[config.mk]
export PLATFORM = sky130hd
export DESIGN_NAME = pdgr_ctrl
export DESIGN_NICKNAME = d
export VERILOG_FILES = /design/src/hdl/pdgr_pkg.sv /design/src/hdl/pdgr_ctrl.sv
export SDC_FILE = /design/constraint.sdc
export NUM_CORES = 1
export LEC_CHECK = 0
export ABC_AREA = 1
export BUFFER_PORTS_ARGS = -buffer_cell sky130_fd_sc_hd__clkbuf_2
export CAP_MARGIN = 10
export CORE_UTILIZATION = 40
export DETAILED_ROUTE_END_ITERATION = 10
export GPL_ROUTABILITY_DRIVEN = 0
export HOLD_SLACK_MARGIN = 0.06
export PLACE_DENSITY = 0.58
export SYNTH_ARGS = -nofsm -noshare
export SYNTH_HDL_FRONTEND = slang
export SYNTH_SLANG_ARGS = --single-unit
export TNS_END_PERCENT = 10
[constraint.sdc]
create_clock -name clk_sys -period 3.65 [get_ports clk_sys]
set_clock_uncertainty 0.1 [all_clocks]
set_input_delay 0.73 -clock clk_sys [delete_from_list [all_inputs] [get_ports clk_sys]]
set_output_delay 0.73 -clock clk_sys [all_outputs]
set_load 0.01 [all_outputs]
[src/hdl/pdgr_pkg.sv]
`default_nettype none
package pdgr_pkg;
    // Geometry
    localparam int NCH = 4;
    localparam int NPER = 4;
    localparam int AW = 12;
    localparam int SELW = 4;
    // Register byte offsets
    localparam logic [11:0] OFF_GCTL = 12'h000;
    localparam logic [11:0] OFF_ROUTE = 12'h004;
    localparam logic [11:0] OFF_SPAN0 = 12'h038;
    localparam logic [11:0] SPAN_BYTES = 12'h010;
    // Global control fields
    localparam int GCTL_SRST_BIT = 0;
    localparam int GCTL_CKEN_LSB = 8;
    // Route field positions, peripheral order:
    // audio serial, first uart, pwm audio / sigma delta, first spi
    localparam int RT_TX_LSB [NPER] = '{28, 20, 12, 4};
    localparam int RT_RX_LSB [NPER] = '{24, 16, 8, 0};
    // Reset values
    localparam logic [31:0] GCTL_RST = 32'h0000_0000;
    localparam logic [31:0] ROUTE_RST = 32'h0fff_ffff;
    localparam logic [7:0] SPAN_RST = 8'h00;
    // Soft reset lifetime in clk_sys cycles
    localparam logic [2:0] SRST_CYC = 3'h4;
endpackage
`default_nettype wire

[src/hdl/pdgr_ctrl.sv]
// Our own choice: the APB interface to the registers.
`default_nettype none
// Notes on behaviour
// - Offset is read-only, resets to zero
// - Bits 11:8 enable channel clocks 3..0
// - Soft reset clears channel state, not registers
// - Writing zero to soft reset does nothing
// - Soft reset bit clears itself shortly
// - Soft reset hits all channels together
// - Request routed to channel named in field
// - Audio serial tx 31:28, rx 27:24
// - First uart tx 23:20, rx 19:16
// - Pwm audio tx 15:12, sigma delta 11:8
// - First spi tx 7:4, rx 3:0
// - All ones routes nowhere; resets to 0fff_ffff, audio serial tx field zero
// - Spanned mode adds signed increment per transfer
module pdgr_ctrl
    import pdgr_pkg::*;
(
    // Clock and reset
    input wire logic clk_sys,
    input wire logic rst_b,
    // APB slave
    input wire logic psel,
    input wire logic penable,
    input wire logic pwrite,
    input wire logic [AW-1:0] paddr,
    input wire logic [31:0] pwdata,
    output logic [31:0] prdata,
    output logic pready,
    output logic pslverr,
    // Peripheral request pins
    input wire logic [NPER-1:0] per_tx_req,
    input wire logic [NPER-1:0] per_rx_req,
    // Routed requests towards channels
    output logic [NCH-1:0] chan_dst_req,
    output logic [NCH-1:0] chan_src_req,
    // Channel gating and global reset
    output logic [NCH-1:0] chan_clk_en,
    output logic chan_soft_rst,
    // Channel engine progress
    input wire logic [NCH-1:0] chan_start,
    input wire logic [NCH-1:0] chan_xfer,
    input wire logic [NCH-1:0] chan_src_span,
    input wire logic [NCH-1:0] chan_dst_span,
    input wire logic [NCH*8-1:0] chan_span_incr,
    input wire logic [NCH*32-1:0] chan_base,
    // Current channel address
    output logic [NCH*32-1:0] chan_addr
);

    ////////////////////////////////////////////////////////////////
    // Registers
    logic pready_q;
    logic pslverr_q;
    logic [31:0] prdata_q;
    logic [NCH-1:0] cken_q;
    logic [31:0] rt_q;
    logic [2:0] srst_cnt_q;
    logic [2:0] srst_cnt_d;
    logic srst_q;
    logic [NPER-1:0] tx_s1_q;
    logic [NPER-1:0] tx_s2_q;
    logic [NPER-1:0] rx_s1_q;
    logic [NPER-1:0] rx_s2_q;
    logic [NCH-1:0] dst_req_q;
    logic [NCH-1:0] src_req_q;

    ////////////////////////////////////////////////////////////////
    // Bus decode
    wire setup = psel & ~penable;
    wire acc_done = psel & penable & pready_q;
    wire wr_en = acc_done & pwrite;
    wire sel_gctl = (paddr == OFF_GCTL);
    wire sel_route = (paddr == OFF_ROUTE);
    wire [AW-1:0] sp_off = paddr - OFF_SPAN0;
    wire sel_span = (paddr >= OFF_SPAN0) &&
        (sp_off < SPAN_BYTES) && (paddr[1:0] == 2'b00);
    wire [1:0] sp_idx = sp_off[3:2];
    wire mapped = sel_gctl | sel_route | sel_span;
    wire gctl_wr = wr_en & sel_gctl;

    // Soft reset reads back as busy until it expires
    wire [31:0] gctl_rd = {20'h0, cken_q, 7'h0, srst_q};
    wire [NCH*8-1:0] span_w;
    wire [7:0] span_sel = span_w[sp_idx*8 +: 8];
    wire [31:0] rd_w = sel_gctl ? gctl_rd :
        sel_route ? rt_q :
        sel_span ? {24'h0, span_sel} : 32'h0;

    ////////////////////////////////////////////////////////////////
    // APB answer: data latched at setup, ready in access phase.
    // One wait-free access cycle keeps prdata straight from a flop.
    always_ff @(posedge clk_sys or negedge rst_b) begin
        if (!rst_b) begin
            pready_q <= 1'b0;
            pslverr_q <= 1'b0;
            prdata_q <= 32'h0;
        end else begin
            pready_q <= setup;
            pslverr_q <= setup & ~mapped;
            if (setup) begin
                prdata_q <= rd_w;
            end
        end
    end

    ////////////////////////////////////////////////////////////////
    // Control registers; a soft reset leaves them untouched
    always_ff @(posedge clk_sys or negedge rst_b) begin
        if (!rst_b) begin
            cken_q <= GCTL_RST[GCTL_CKEN_LSB +: NCH];
            rt_q <= ROUTE_RST;
        end else begin
            if (gctl_wr) begin
                cken_q <= pwdata[GCTL_CKEN_LSB +: NCH];
            end
            if (wr_en & sel_route) begin
                rt_q <= pwdata;
            end
        end
    end

    ////////////////////////////////////////////////////////////////
    // Soft reset pulse; a one arms it, a zero is ignored.
    // Writing one again while busy does not stretch it.
    assign srst_cnt_d =
        (gctl_wr && pwdata[GCTL_SRST_BIT] && srst_cnt_q == 3'h0) ?
        SRST_CYC :
        (srst_cnt_q != 3'h0) ? srst_cnt_q - 3'h1 : 3'h0;

    always_ff @(posedge clk_sys or negedge rst_b) begin
        if (!rst_b) begin
            srst_cnt_q <= 3'h0;
            srst_q <= GCTL_RST[GCTL_SRST_BIT];
        end else begin
            srst_cnt_q <= srst_cnt_d;
            srst_q <= (srst_cnt_d != 3'h0);
        end
    end

    ////////////////////////////////////////////////////////////////
    // Request pins come from other clock domains
    always_ff @(posedge clk_sys or negedge rst_b) begin
        if (!rst_b) begin
            tx_s1_q <= '0;
            tx_s2_q <= '0;
            rx_s1_q <= '0;
            rx_s2_q <= '0;
        end else begin
            tx_s1_q <= per_tx_req;
            tx_s2_q <= tx_s1_q;
            rx_s1_q <= per_rx_req;
            rx_s2_q <= rx_s1_q;
        end
    end

    ////////////////////////////////////////////////////////////////
    // Routing matrix: a field only matches channels 0..3,
    // so values 4..15, all ones among them, route nowhere.
    wire [NCH*NPER-1:0] tx_hit;
    wire [NCH*NPER-1:0] rx_hit;
    wire [NCH-1:0] dst_any;
    wire [NCH-1:0] src_any;

    genvar c;
    genvar p;
    generate
        for (c = 0; c < NCH; c++) begin : g_rt
            for (p = 0; p < NPER; p++) begin : g_per
                // Tx feeds destination, rx feeds source
                assign tx_hit[c*NPER+p] = tx_s2_q[p] &
                    (rt_q[RT_TX_LSB[p] +: SELW] == SELW'(c));
                assign rx_hit[c*NPER+p] = rx_s2_q[p] &
                    (rt_q[RT_RX_LSB[p] +: SELW] == SELW'(c));
            end
            assign dst_any[c] = |tx_hit[c*NPER +: NPER];
            assign src_any[c] = |rx_hit[c*NPER +: NPER];
        end
    endgenerate
    // Field layout for the remaining pairs lives in RT_*_LSB

    // Gated or resetting channels see no request
    always_ff @(posedge clk_sys or negedge rst_b) begin
        if (!rst_b) begin
            dst_req_q <= '0;
            src_req_q <= '0;
        end else begin
            dst_req_q <= dst_any & cken_q & ~{NCH{srst_q}};
            src_req_q <= src_any & cken_q & ~{NCH{srst_q}};
        end
    end

    ////////////////////////////////////////////////////////////////
    // Per channel span tracking
    generate
        for (c = 0; c < NCH; c++) begin : g_ch
            logic [7:0] off_q;
            logic [31:0] adr_q;
            wire [7:0] incr = chan_span_incr[c*8 +: 8];
            wire spanned = chan_src_span[c] | chan_dst_span[c];
            wire [31:0] incr_x = {{24{incr[7]}}, incr};

            // Soft reset wins over any engine event
            always_ff @(posedge clk_sys or negedge rst_b) begin
                if (!rst_b) begin
                    off_q <= SPAN_RST;
                    adr_q <= 32'h0;
                end else if (srst_q) begin
                    off_q <= SPAN_RST;
                    adr_q <= 32'h0;
                end else if (cken_q[c]) begin
                    if (chan_start[c]) begin
                        off_q <= SPAN_RST;
                        adr_q <= chan_base[c*32 +: 32];
                    end else if (chan_xfer[c] && spanned) begin
                        off_q <= off_q + incr;
                        adr_q <= adr_q + incr_x;
                    end
                end
            end

            assign span_w[c*8 +: 8] = off_q;
            assign chan_addr[c*32 +: 32] = adr_q;
        end
    endgenerate

    ////////////////////////////////////////////////////////////////
    // Outputs
    assign prdata = prdata_q;
    assign pready = pready_q;
    assign pslverr = pslverr_q;
    assign chan_dst_req = dst_req_q;
    assign chan_src_req = src_req_q;
    assign chan_clk_en = cken_q;
    assign chan_soft_rst = srst_q;
endmodule
`default_nettype wire

==> results of run 1 <==
==> metal layers <==
metal  up-vias  GRT usage
li1      12150          -
met1     10420     0.3567
met2       547     0.4320
met3       122    0.04169
met4        12    0.08641
met5         -          0
==> worst min path at each step <==
stage,to,slack [ns],from
2_1_floorplan,rx_s2_q[0]$_DFF_PN0_,0.23,rx_s1_q[0]$_DFF_PN0_
3_3_place_gp,rx_s2_q[1]$_DFF_PN0_,0.23,rx_s1_q[1]$_DFF_PN0_
3_5_place_dp,rx_s2_q[1]$_DFF_PN0_,0.23,rx_s1_q[1]$_DFF_PN0_
4_1_cts,tx_s1_q[3]$_DFF_PN0_,0.15,per_tx_req[3]
5_1_grt,rx_s1_q[0]$_DFF_PN0_,0.16,per_rx_req[0]
6_report,rx_s1_q[0]$_DFF_PN0_,0.18,per_rx_req[0]
==> final cells by class <==
type / instances / area share
diodes: 4 / 0.0003795
clock buffers: 49 / 0.03819
clock inverters: 11 / 0.006784
inverters: 619 / 0.08810
multi-input cells: 2687 / 0.4979
flip-flops and latches: 258 / 0.2461
well taps: 739 / 0.03506
repair buffers: 438 / 0.08748
==> layout by cell type, fill, tap and decap left out, drive strengths merged, types with 28 or more instances in the layout <==
cell type  Yosys  final
a21oi        135    135
buf           12     31
clkbuf        55    455
dfrtp        230    230
dfstp         28     28
ha           154    154
inv          613    615
nand2       1354   1354
nand3        228    228
nand4         30     30
nor2         404    404
nor3          28     28
o21ai        162    162
xor2          56     56
==> repair_timing <==
| action | 4_1_cts | 5_1_grt |
|---|---|---|
| endpoints found under the hold margin | 9 | 0 |
| endpoints found under the setup margin | 0 | 0 |
| buffers inserted | 0 | 0 |
| hold buffers | 1 | 0 |
==> worst max-delay path, stage by stage <==
cell and delay (ns):
clkbuf_2 0.43, ha_1 0.57, nand2_1 0.17, nor2_1 0.27
inv_1 0.08, nor2_1 0.25, nand4_1 0.22, nand4_1 0.15
nand3_1 0.12, nand2_1 0.09, nand2_1 0.05
==> cell families after synthesis <==
group                    Yosys count  share of synthesized area
buffers and inverters            686                     0.1171
AO/OA/AOI/OAI                    370                    0.09281
XOR/XNOR                          63                    0.02485
AND/OR/NAND/NOR                 2091                     0.3784
adder cells (fa/ha/maj)          162                    0.09399
multiplexers                       1                  0.0004508
flip-flops                       258                     0.2923
==> report_power, final <==
part           leakage, nW  internal (mW)  switching, mW
Combinational         11.9           1.27           2.56
Sequential            3.41           3.11          0.260
Clock                0.577           2.20           1.39
Total                 15.9           6.59           4.21
==> sequential cells by signal, summed over array words and instances (netlist names) <==
signal / flops
pready: 1
srst_cnt_q: 3
prdata: 32
g_ch.off_q: 32
chan_src_req: 4
tx_s2_q: 4
tx_s1_q: 4
rx_s2_q: 4
g_ch.adr_q: 128
chan_clk_en: 4
rx_s1_q: 4
chan_dst_req: 4
rt_q: 32
pslverr: 1
chan_soft_rst: 1
==> summary.md, run 1 <==
| Metric | Value |
|---|---|
| Status | finished, final reports clean |
| Reg2reg setup slack | 1.06 ns |
| Async S/R FF share, synth | 1.000 |
| Netlist cell types | 47 |
| Unrepaired setup endpoints after global routing | false |
| Setup crit start kind | primary input |
| Detail Route Antenna Nets | 0 |
| Post-DP HPWL | 60,800 um |
| Worst hold slack | 0.1759 ns |
| Met3 WL | 4228 um |
| DR vias | 23,240 |
| Buffers on Ports | 407 |
| Clock Sinks | 258 |
| Final net count | 4,433 |
| Yosys Warn Count | 0 |
| Mean area per synthesized cell | 6.115 um^2 |
| Multi-input gate area | 13,130 um^2 |
| Proportion of layout cells with a drive suffix above 1 | 0.1329 |
| Min-Delay Path Depth | 1 |
| # fillers | 5,805 |
| Post-synth top cells | 1,353 x nand2_1, 611 x inv_1, 403 x nor2_1 |
| Pin count of the biggest net entering global routing | 81 |
| Initial antenna violation count | 10 |
| Worst setup margin | 0.8615 ns |
| CTS Buf Count | 34 |
| Routed length on met2 | 34,510 um |
| Area grow syn2layout | 18.77% |
| GRT Total Usage | 0.2649 |
| Final slew viol count | 0 |
| Std-Cell Core Area | 54,350 um^2 |
| Vias in the first global route | 21,900 |
| Synth area leader | dfrtp_1 |
| EDFF count, synth | 0 |
| CP max FO | 26 |
| Die height | 237.6 um |
| PwrDens | 409.4 nW/um^2 |
| Reg-to-Reg Start | g_ch[0].adr_q[0]$_DFFE_PN0P_ |
| Fin util | 0.4853 |
| Kind of end point of the critical path | flip-flop |
| Non-Filler Instances | 4,805 |
| Setup Slack @ Placement | 0.3656 ns |
| Synth top area cells | dfrtp_1 26%, nand2_1 23%, inv_1 10% |
| Max-cap violations | 0 |
| Detailed Routing Iterations Pass 1 | 6 |
| R2R Path End | g_ch[0].adr_q[16]$_DFFE_PN0P_ |
| Final worst-path cycle share | 0.7640 |
| Die W | 237.6 um |
| Per-cell routed wire length | 15.76 um |
| Fmax | 358.6 MHz |
| Reg clk slew, reported paths | 0.06 ns |
| Worst hold path class | in -> reg |
| Max IR drop VDD | 0.0004217 V |
| Worst Setup SP | chan_span_incr[31] |
| Total die area | 56,460 um^2 |
| Worst Setup Path Type | in -> reg |
| DRT iter0 DRCs | 1,447 |
| Static Leak | 15.93 nW |
| Sequential area share after synthesis | 0.2923 |
| Routed wire length | 75,720 um |
| Worst Setup EP | g_ch[3].adr_q[19]$_DFFE_PN0P_ |
| TritonCTS clock tree | yes |
| Initial Utilization | 0.4086 |
| Synth top area share | 0.2592 |
| CTS root buf | clkbuf_16 |
| Yosys reg bits | 258 |
| First-pass GRT wire length | 118,200 um |
| Met1 wire length | 34,710 um |
| Total chip power | 10.80 mW |
| Setup TNS | 0 ns |
| Placed Instances | 4,740 |
| Ports | 408 |
| Worst rel slew slack | 0.2671 |
| Req. time, crit path | 3.99 ns |
| Remaining DRCs | 0 |
| Total grt overflow | 0 |
| H-tree Lvls | 2 |
| Post-route cell area | 26,370 um^2 |
| Area after DPL | 25,170 um^2 |
| Max layer used | met5 |
| Synthesized instance count | 3,631 |
| R2R depth | 13 |
| Crit path time final | 2.789 ns |
| Max Root-Sink Buffers | 3 |
| Sequential standard cell area | 6491 um^2 |
| Worst Max-Slew Pin Slew | 1.098 ns |
| Top-count cell post-synth | nand2_1 |
| Clk_lat worst skew | 0.56 ns |
| Cell Area, Synth | 22,210 um^2 |
| WP data arrival | 3.12 ns |
| Syn nets | 4,026 |
| FP Rows | 85 |
| Top_reg_cell synth | dfrtp_1 |
| CTS resizes | 0 |
| Vias/cell | 4.837 |
| Final Hold Fails | 0 |
| Final setup viols | 0 |
Note: power is estimated with default switching activity, not from simulation.
==> run 2, diff against run 1 <==
--- a/config.mk
+++ b/config.mk
@@ -5,14 +5,14 @@
 export SDC_FILE = /design/constraint.sdc
 export NUM_CORES = 1
 export LEC_CHECK = 0
-export ABC_AREA = 1
+export ABC_AREA = 0
 export BUFFER_PORTS_ARGS = -buffer_cell sky130_fd_sc_hd__clkbuf_2
 export CAP_MARGIN = 10
 export CORE_UTILIZATION = 40
 export DETAILED_ROUTE_END_ITERATION = 10
 export GPL_ROUTABILITY_DRIVEN = 0
 export HOLD_SLACK_MARGIN = 0.06
-export PLACE_DENSITY = 0.58
+export PLACE_DENSITY = 0.59
 export SYNTH_ARGS = -nofsm -noshare
 export SYNTH_HDL_FRONTEND = slang
 export SYNTH_SLANG_ARGS = --single-unit
==> constraint.sdc (replaced) <==
create_clock -name clk_sys -period 2.85 [get_ports clk_sys]
set_clock_uncertainty 0.1 [all_clocks]
set_input_delay 0.57 -clock clk_sys [delete_from_list [all_inputs] [get_ports clk_sys]]
set_output_delay 0.57 -clock clk_sys [all_outputs]
set_load 0.01 [all_outputs]
==> run 2 against run 1 <==
  * The flow now finishes with violations (setup timing)
  * Global-route usage fell by 0.41 points
  * Non-clock buffer count up 369
  * Sequential share of layout area up 0.95 points
  * Synthesized area decreased by 17%
  * Flip-flop and latch count stayed put
  * Utilization rose by 7.6 points
  * Critical path depth rose by 1
  * Clock power rose by 26%
  * Count of clock-buffer cells in the layout is 6 lower
  * Critical path type is now reg -> reg
  * Largest power group is now the clock network
  * Highest routed layer unchanged
==> summary.md, run 2 <==
| Metric | Value |
|---|---|
| Status | finished with violations |
| Failing checks | setup timing |
| WP data arrival | 3.28 ns (+0.16 ns) |
| Die W | 216.2 um (-9.0%) |
| Multi-input gate area | 11,610 um^2 (-12%) |
| CP max FO | 3 (-88%) |
| Routed wire length | 62,050 um (-18%) |
| Clk_lat worst skew | 0.60 ns (+0.04 ns) |
| Commonest non-fill, non-tap cell in the layout | clkbuf_2 |
| Post-route cell area | 25,400 um^2 (-3.7%) |
| Post-synthesis compound-gate area fraction | 0.2659 (+0.1731) |
| Worst hold start | pwdata[25] |
| Detailed Routing Iterations Pass 1 | 5 (-1) |
| Synth top area share | 0.3137 (+0.05454) |
| Critical path cell sequence | ha_4, inv_2, fa_2, nor2b_2, o31a_1, a41oi_4, a2111oi_4, o211ai_1, a21oi_2, o21ai_1, nor3b_1, o31ai_1 |
| Area grow syn2layout | 38.47% |
| Top_reg_cell synth | dfrtp_1 |
| Syn nets | 2,390 (-41%) |
| Clock power share | 0.407 (+0.074) |
| Max IR drop VDD | 0.0005387 V (+28%) |
| Setup TNS | -0.06045 ns (-0.06045 ns) |
| Yosys reg bits | 258 (unchanged) |
| FP Rows | 78 (-8.2%) |
| Total chip power | 11.15 mW (+3.2%) |
| Area after DPL | 23,840 um^2 (-5.3%) |
| Clock Sinks | 258 (unchanged) |
| WHS Endpoint | rt_q[25]$_DFFE_PN1P_ |
| Setup Slack @ Placement | -0.4748 ns (-0.8404 ns) |
| Sequential standard cell area | 6492 um^2 (about the same) |
| Total grt overflow | 0 (unchanged) |
| Req. time, crit path | 3.24 ns (-0.75 ns) |
| Kind of end point of the critical path | flip-flop |
| Synth top area cells | dfrtp_1 31%, ha_1 11%, o21ai_0 4.8% |
| Worst Max-Slew Pin Slew | 0.8283 ns (-0.2699 ns) |
| Std-Cell Core Area | 45,280 um^2 (-17%) |
| Final Hold Fails | 0 (unchanged) |
| Worst Setup Path Type | reg -> reg |
| Final net count | 3,141 (-29%) |
| Cell Area, Synth | 18,350 um^2 (-17%) |
| Reg-to-Reg Start | g_ch[2].adr_q[0]$_DFFE_PN0P_ |
| Setup crit start kind | flip-flop |
| # fillers | 4,155 (-28%) |
| Post-synth top cells | 230 x dfrtp_1, 176 x o21ai_0, 169 x nand2_1 |
| Yosys Warn Count | 0 (unchanged) |
| First-pass GRT wire length | 98,730 um (-16%) |
| Final setup viols | 4 (+4) |
| Initial antenna violation count | 4 (-6) |
| Ports | 408 (unchanged) |
| Per-cell routed wire length | 18.40 um (+17%) |
| Buffers on Ports | 407 (unchanged) |
| Total die area | 46,720 um^2 (-17%) |
| EDFF count, synth | 0 (unchanged) |
| Mean area per synthesized cell | 9.196 um^2 (+50%) |
| Comb power frac | 0.237 (-0.118) |
| Max-cap violations | 0 (unchanged) |
| Synth area leader | dfrtp_1 |
| Top-count cell post-synth | dfrtp_1 |
| Detail Route Antenna Nets | 0 (unchanged) |
| H-tree Lvls | 1 (-1) |
| Crit path time final | 2.884 ns |
| Initial Utilization | 0.4051 (-0.003470) |
| Most frequent cells in the layout | 406 x clkbuf_2, 381 x buf_4, 229 x dfrtp_1 |
| Sw power | 3.404 mW (-19%) |
| Die height | 216.2 um (-9.0%) |
| Netlist cell types | 93 (+98%) |
| Worst hold path class | in -> reg |
| Adder-Cell Fraction of Synth Area | 0.1138 (+0.01978) |
| Async S/R FF share, synth | 1.000 (unchanged) |
| Max reg flops | 128 (unchanged) |
| Placed Instances | 3,299 (-30%) |
| R2R depth | 12 (-1) |
| Non-Filler Instances | 3,372 (-30%) |
| Unrepaired setup endpoints after global routing | true |
| CTS root buf | clkbuf_16 |
| Vias in the first global route | 18,650 (-15%) |
| Final worst-path cycle share | 1.012 |
| Fmax | 346.8 MHz |
| Xor and xnor fraction of the mapped netlist area | 0.05586 (+0.03101) |
| CTS Buf Count | 31 (-8.8%) |
| GRT Total Usage | 0.2608 (-0.004099) |
| Min-Delay Path Depth | 2 (+1) |
| Max Root-Sink Buffers | 3 (unchanged) |
| Post-DP HPWL | 48,860 um (-20%) |
| Worst hold slack | 0.09772 ns (-0.07822 ns) |
| Largest Register | g_ch.adr_q |
| Static Leak | 13.05 nW (-18%) |
| Fin util | 0.5610 (+0.07565) |
| Largest family of logic cells by synthesized area | compound AO/OA/AOI/OAI gates |
| TritonCTS clock tree | yes |
| Vias/cell | 5.496 (+14%) |
| Sequential area share after synthesis | 0.3538 (+0.06151) |
| Synth Area in Simple Gates | 0.1361 (-0.2423) |
| Proportion of layout cells with a drive suffix above 1 | 0.3605 (+0.2276) |
| Reg clk slew, reported paths | 0.06 ns (about the same) |
| Crit path largest cell delay | 0.40 ns (-0.17 ns) |
| Remaining DRCs | 0 (unchanged) |
| Reg2reg setup slack | -0.03 ns (-1.09 ns) |
| R2R Path End | g_ch[2].adr_q[26]$_DFFE_PN0P_ |
| Reg power frac | 0.355 (+0.043) |
| DRT iter0 DRCs | 1,066 (-26%) |
| Worst rel slew slack | 0.4478 (+0.1807) |
| Sw Share | 0.3054 (-0.08444) |
| Int Power | 7.741 mW (+17%) |
| DR vias | 18,530 (-20%) |
| Pin count of the biggest net entering global routing | 62 (-23%) |
| Synthesized instance count | 1,995 (-45%) |
| CP max-delay cell | dfrtp_1 |
| Mux contribution to synthesized area | 0.04106 (+0.04061) |
| PwrDens | 438.8 nW/um^2 (+7.2%) |
| Worst setup margin | -0.03389 ns (-0.8954 ns) |
| Final slew viol count | 0 (unchanged) |
-- run 2: cell count changes after synthesis, sizes merged, moves of 20 or more --
cell | before | now
nand2 | 1354 | 169
inv | 613 | 55
nor2 | 404 | 123
nand3 | 228 | 37
a21o | 4 | 80
a22oi | 0 | 67
xnor2 | 7 | 60
nor2b | 0 | 35
mux2 | 0 | 34
a22o | 3 | 34
o21ai | 162 | 189
a21oi | 135 | 159
a211oi | 1 | 21
-- run 2: power groups by stage --
stage	Clock [mW]	Combinational, mW	Sequential [mW]
floorplan	0	1.33	3.99
global placement	0	2.50	4.02
detailed placement	0	2.57	4.03
CTS	4.65	2.62	3.96
global route	4.79	2.93	3.98
finish	4.54	2.65	3.96
-- run 2: what timing repair did --
action,in CTS,in global routing
pin swaps,10,21
gates resized for setup,15,44
setup buffers,1,0
hold buffers,13,0
endpoints found under the setup margin,23,47
endpoints found under the hold margin,56,0
-- run 2: worst max-delay path: cells and delay by family (launching register included) --
kind | cells | cell delay, ns
AO/OA/AOI/OAI | 7 | 1.43
AND/OR/NAND/NOR | 2 | 0.29
adder cells (fa/ha/maj) | 2 | 0.52
flip-flops | 1 | 0.40
buffers and inverters | 1 | 0.04
-- run 2: layout make-up --
cell class                 instances  share of cell area
multi-input combinational       1592              0.4572
sequential                       258              0.2556
timing repair buffer             807              0.2030
clock buffer                      43             0.03625
tap                              600             0.02955
clock inverter                    15            0.009950
inverter                          56            0.008275
antenna                            1          0.00009851
-- run 2: worst max-delay path by stage --
stage | startpoint | to | slack, ns
2_1_floorplan | chan_span_incr[9] | g_ch[1].adr_q[29]$_DFFE_PN0P_ | -0.06
3_3_place_gp | chan_span_incr[24] | g_ch[3].adr_q[30]$_DFFE_PN0P_ | -0.43
3_5_place_dp | chan_span_incr[24] | g_ch[3].adr_q[30]$_DFFE_PN0P_ | -0.47
4_1_cts | g_ch[3].adr_q[0]$_DFFE_PN0P_ | g_ch[3].adr_q[30]$_DFFE_PN0P_ | -0.07
5_1_grt | g_ch[2].adr_q[0]$_DFFE_PN0P_ | g_ch[2].adr_q[26]$_DFFE_PN0P_ | -0.18
6_report | g_ch[2].adr_q[0]$_DFFE_PN0P_ | g_ch[2].adr_q[26]$_DFFE_PN0P_ | -0.03
-- run 2: layer usage --
layer	track usage	part of all wire	wire length [um]
met3	0.03088	0.049	3061
met2	0.4576	0.50	30720
met4	0.06808	0.024	1463
met5	0	0.00061	38
met1	0.3382	0.43	26760
-- run 2: logic make-up after synthesis --
kind of cell             count (synthesis)
multiplexers                            61
adder cells (fa/ha/maj)                162
flip-flops                             258
buffers and inverters                  145
AO/OA/AOI/OAI                          733
AND/OR/NAND/NOR                        519
XOR/XNOR                               117
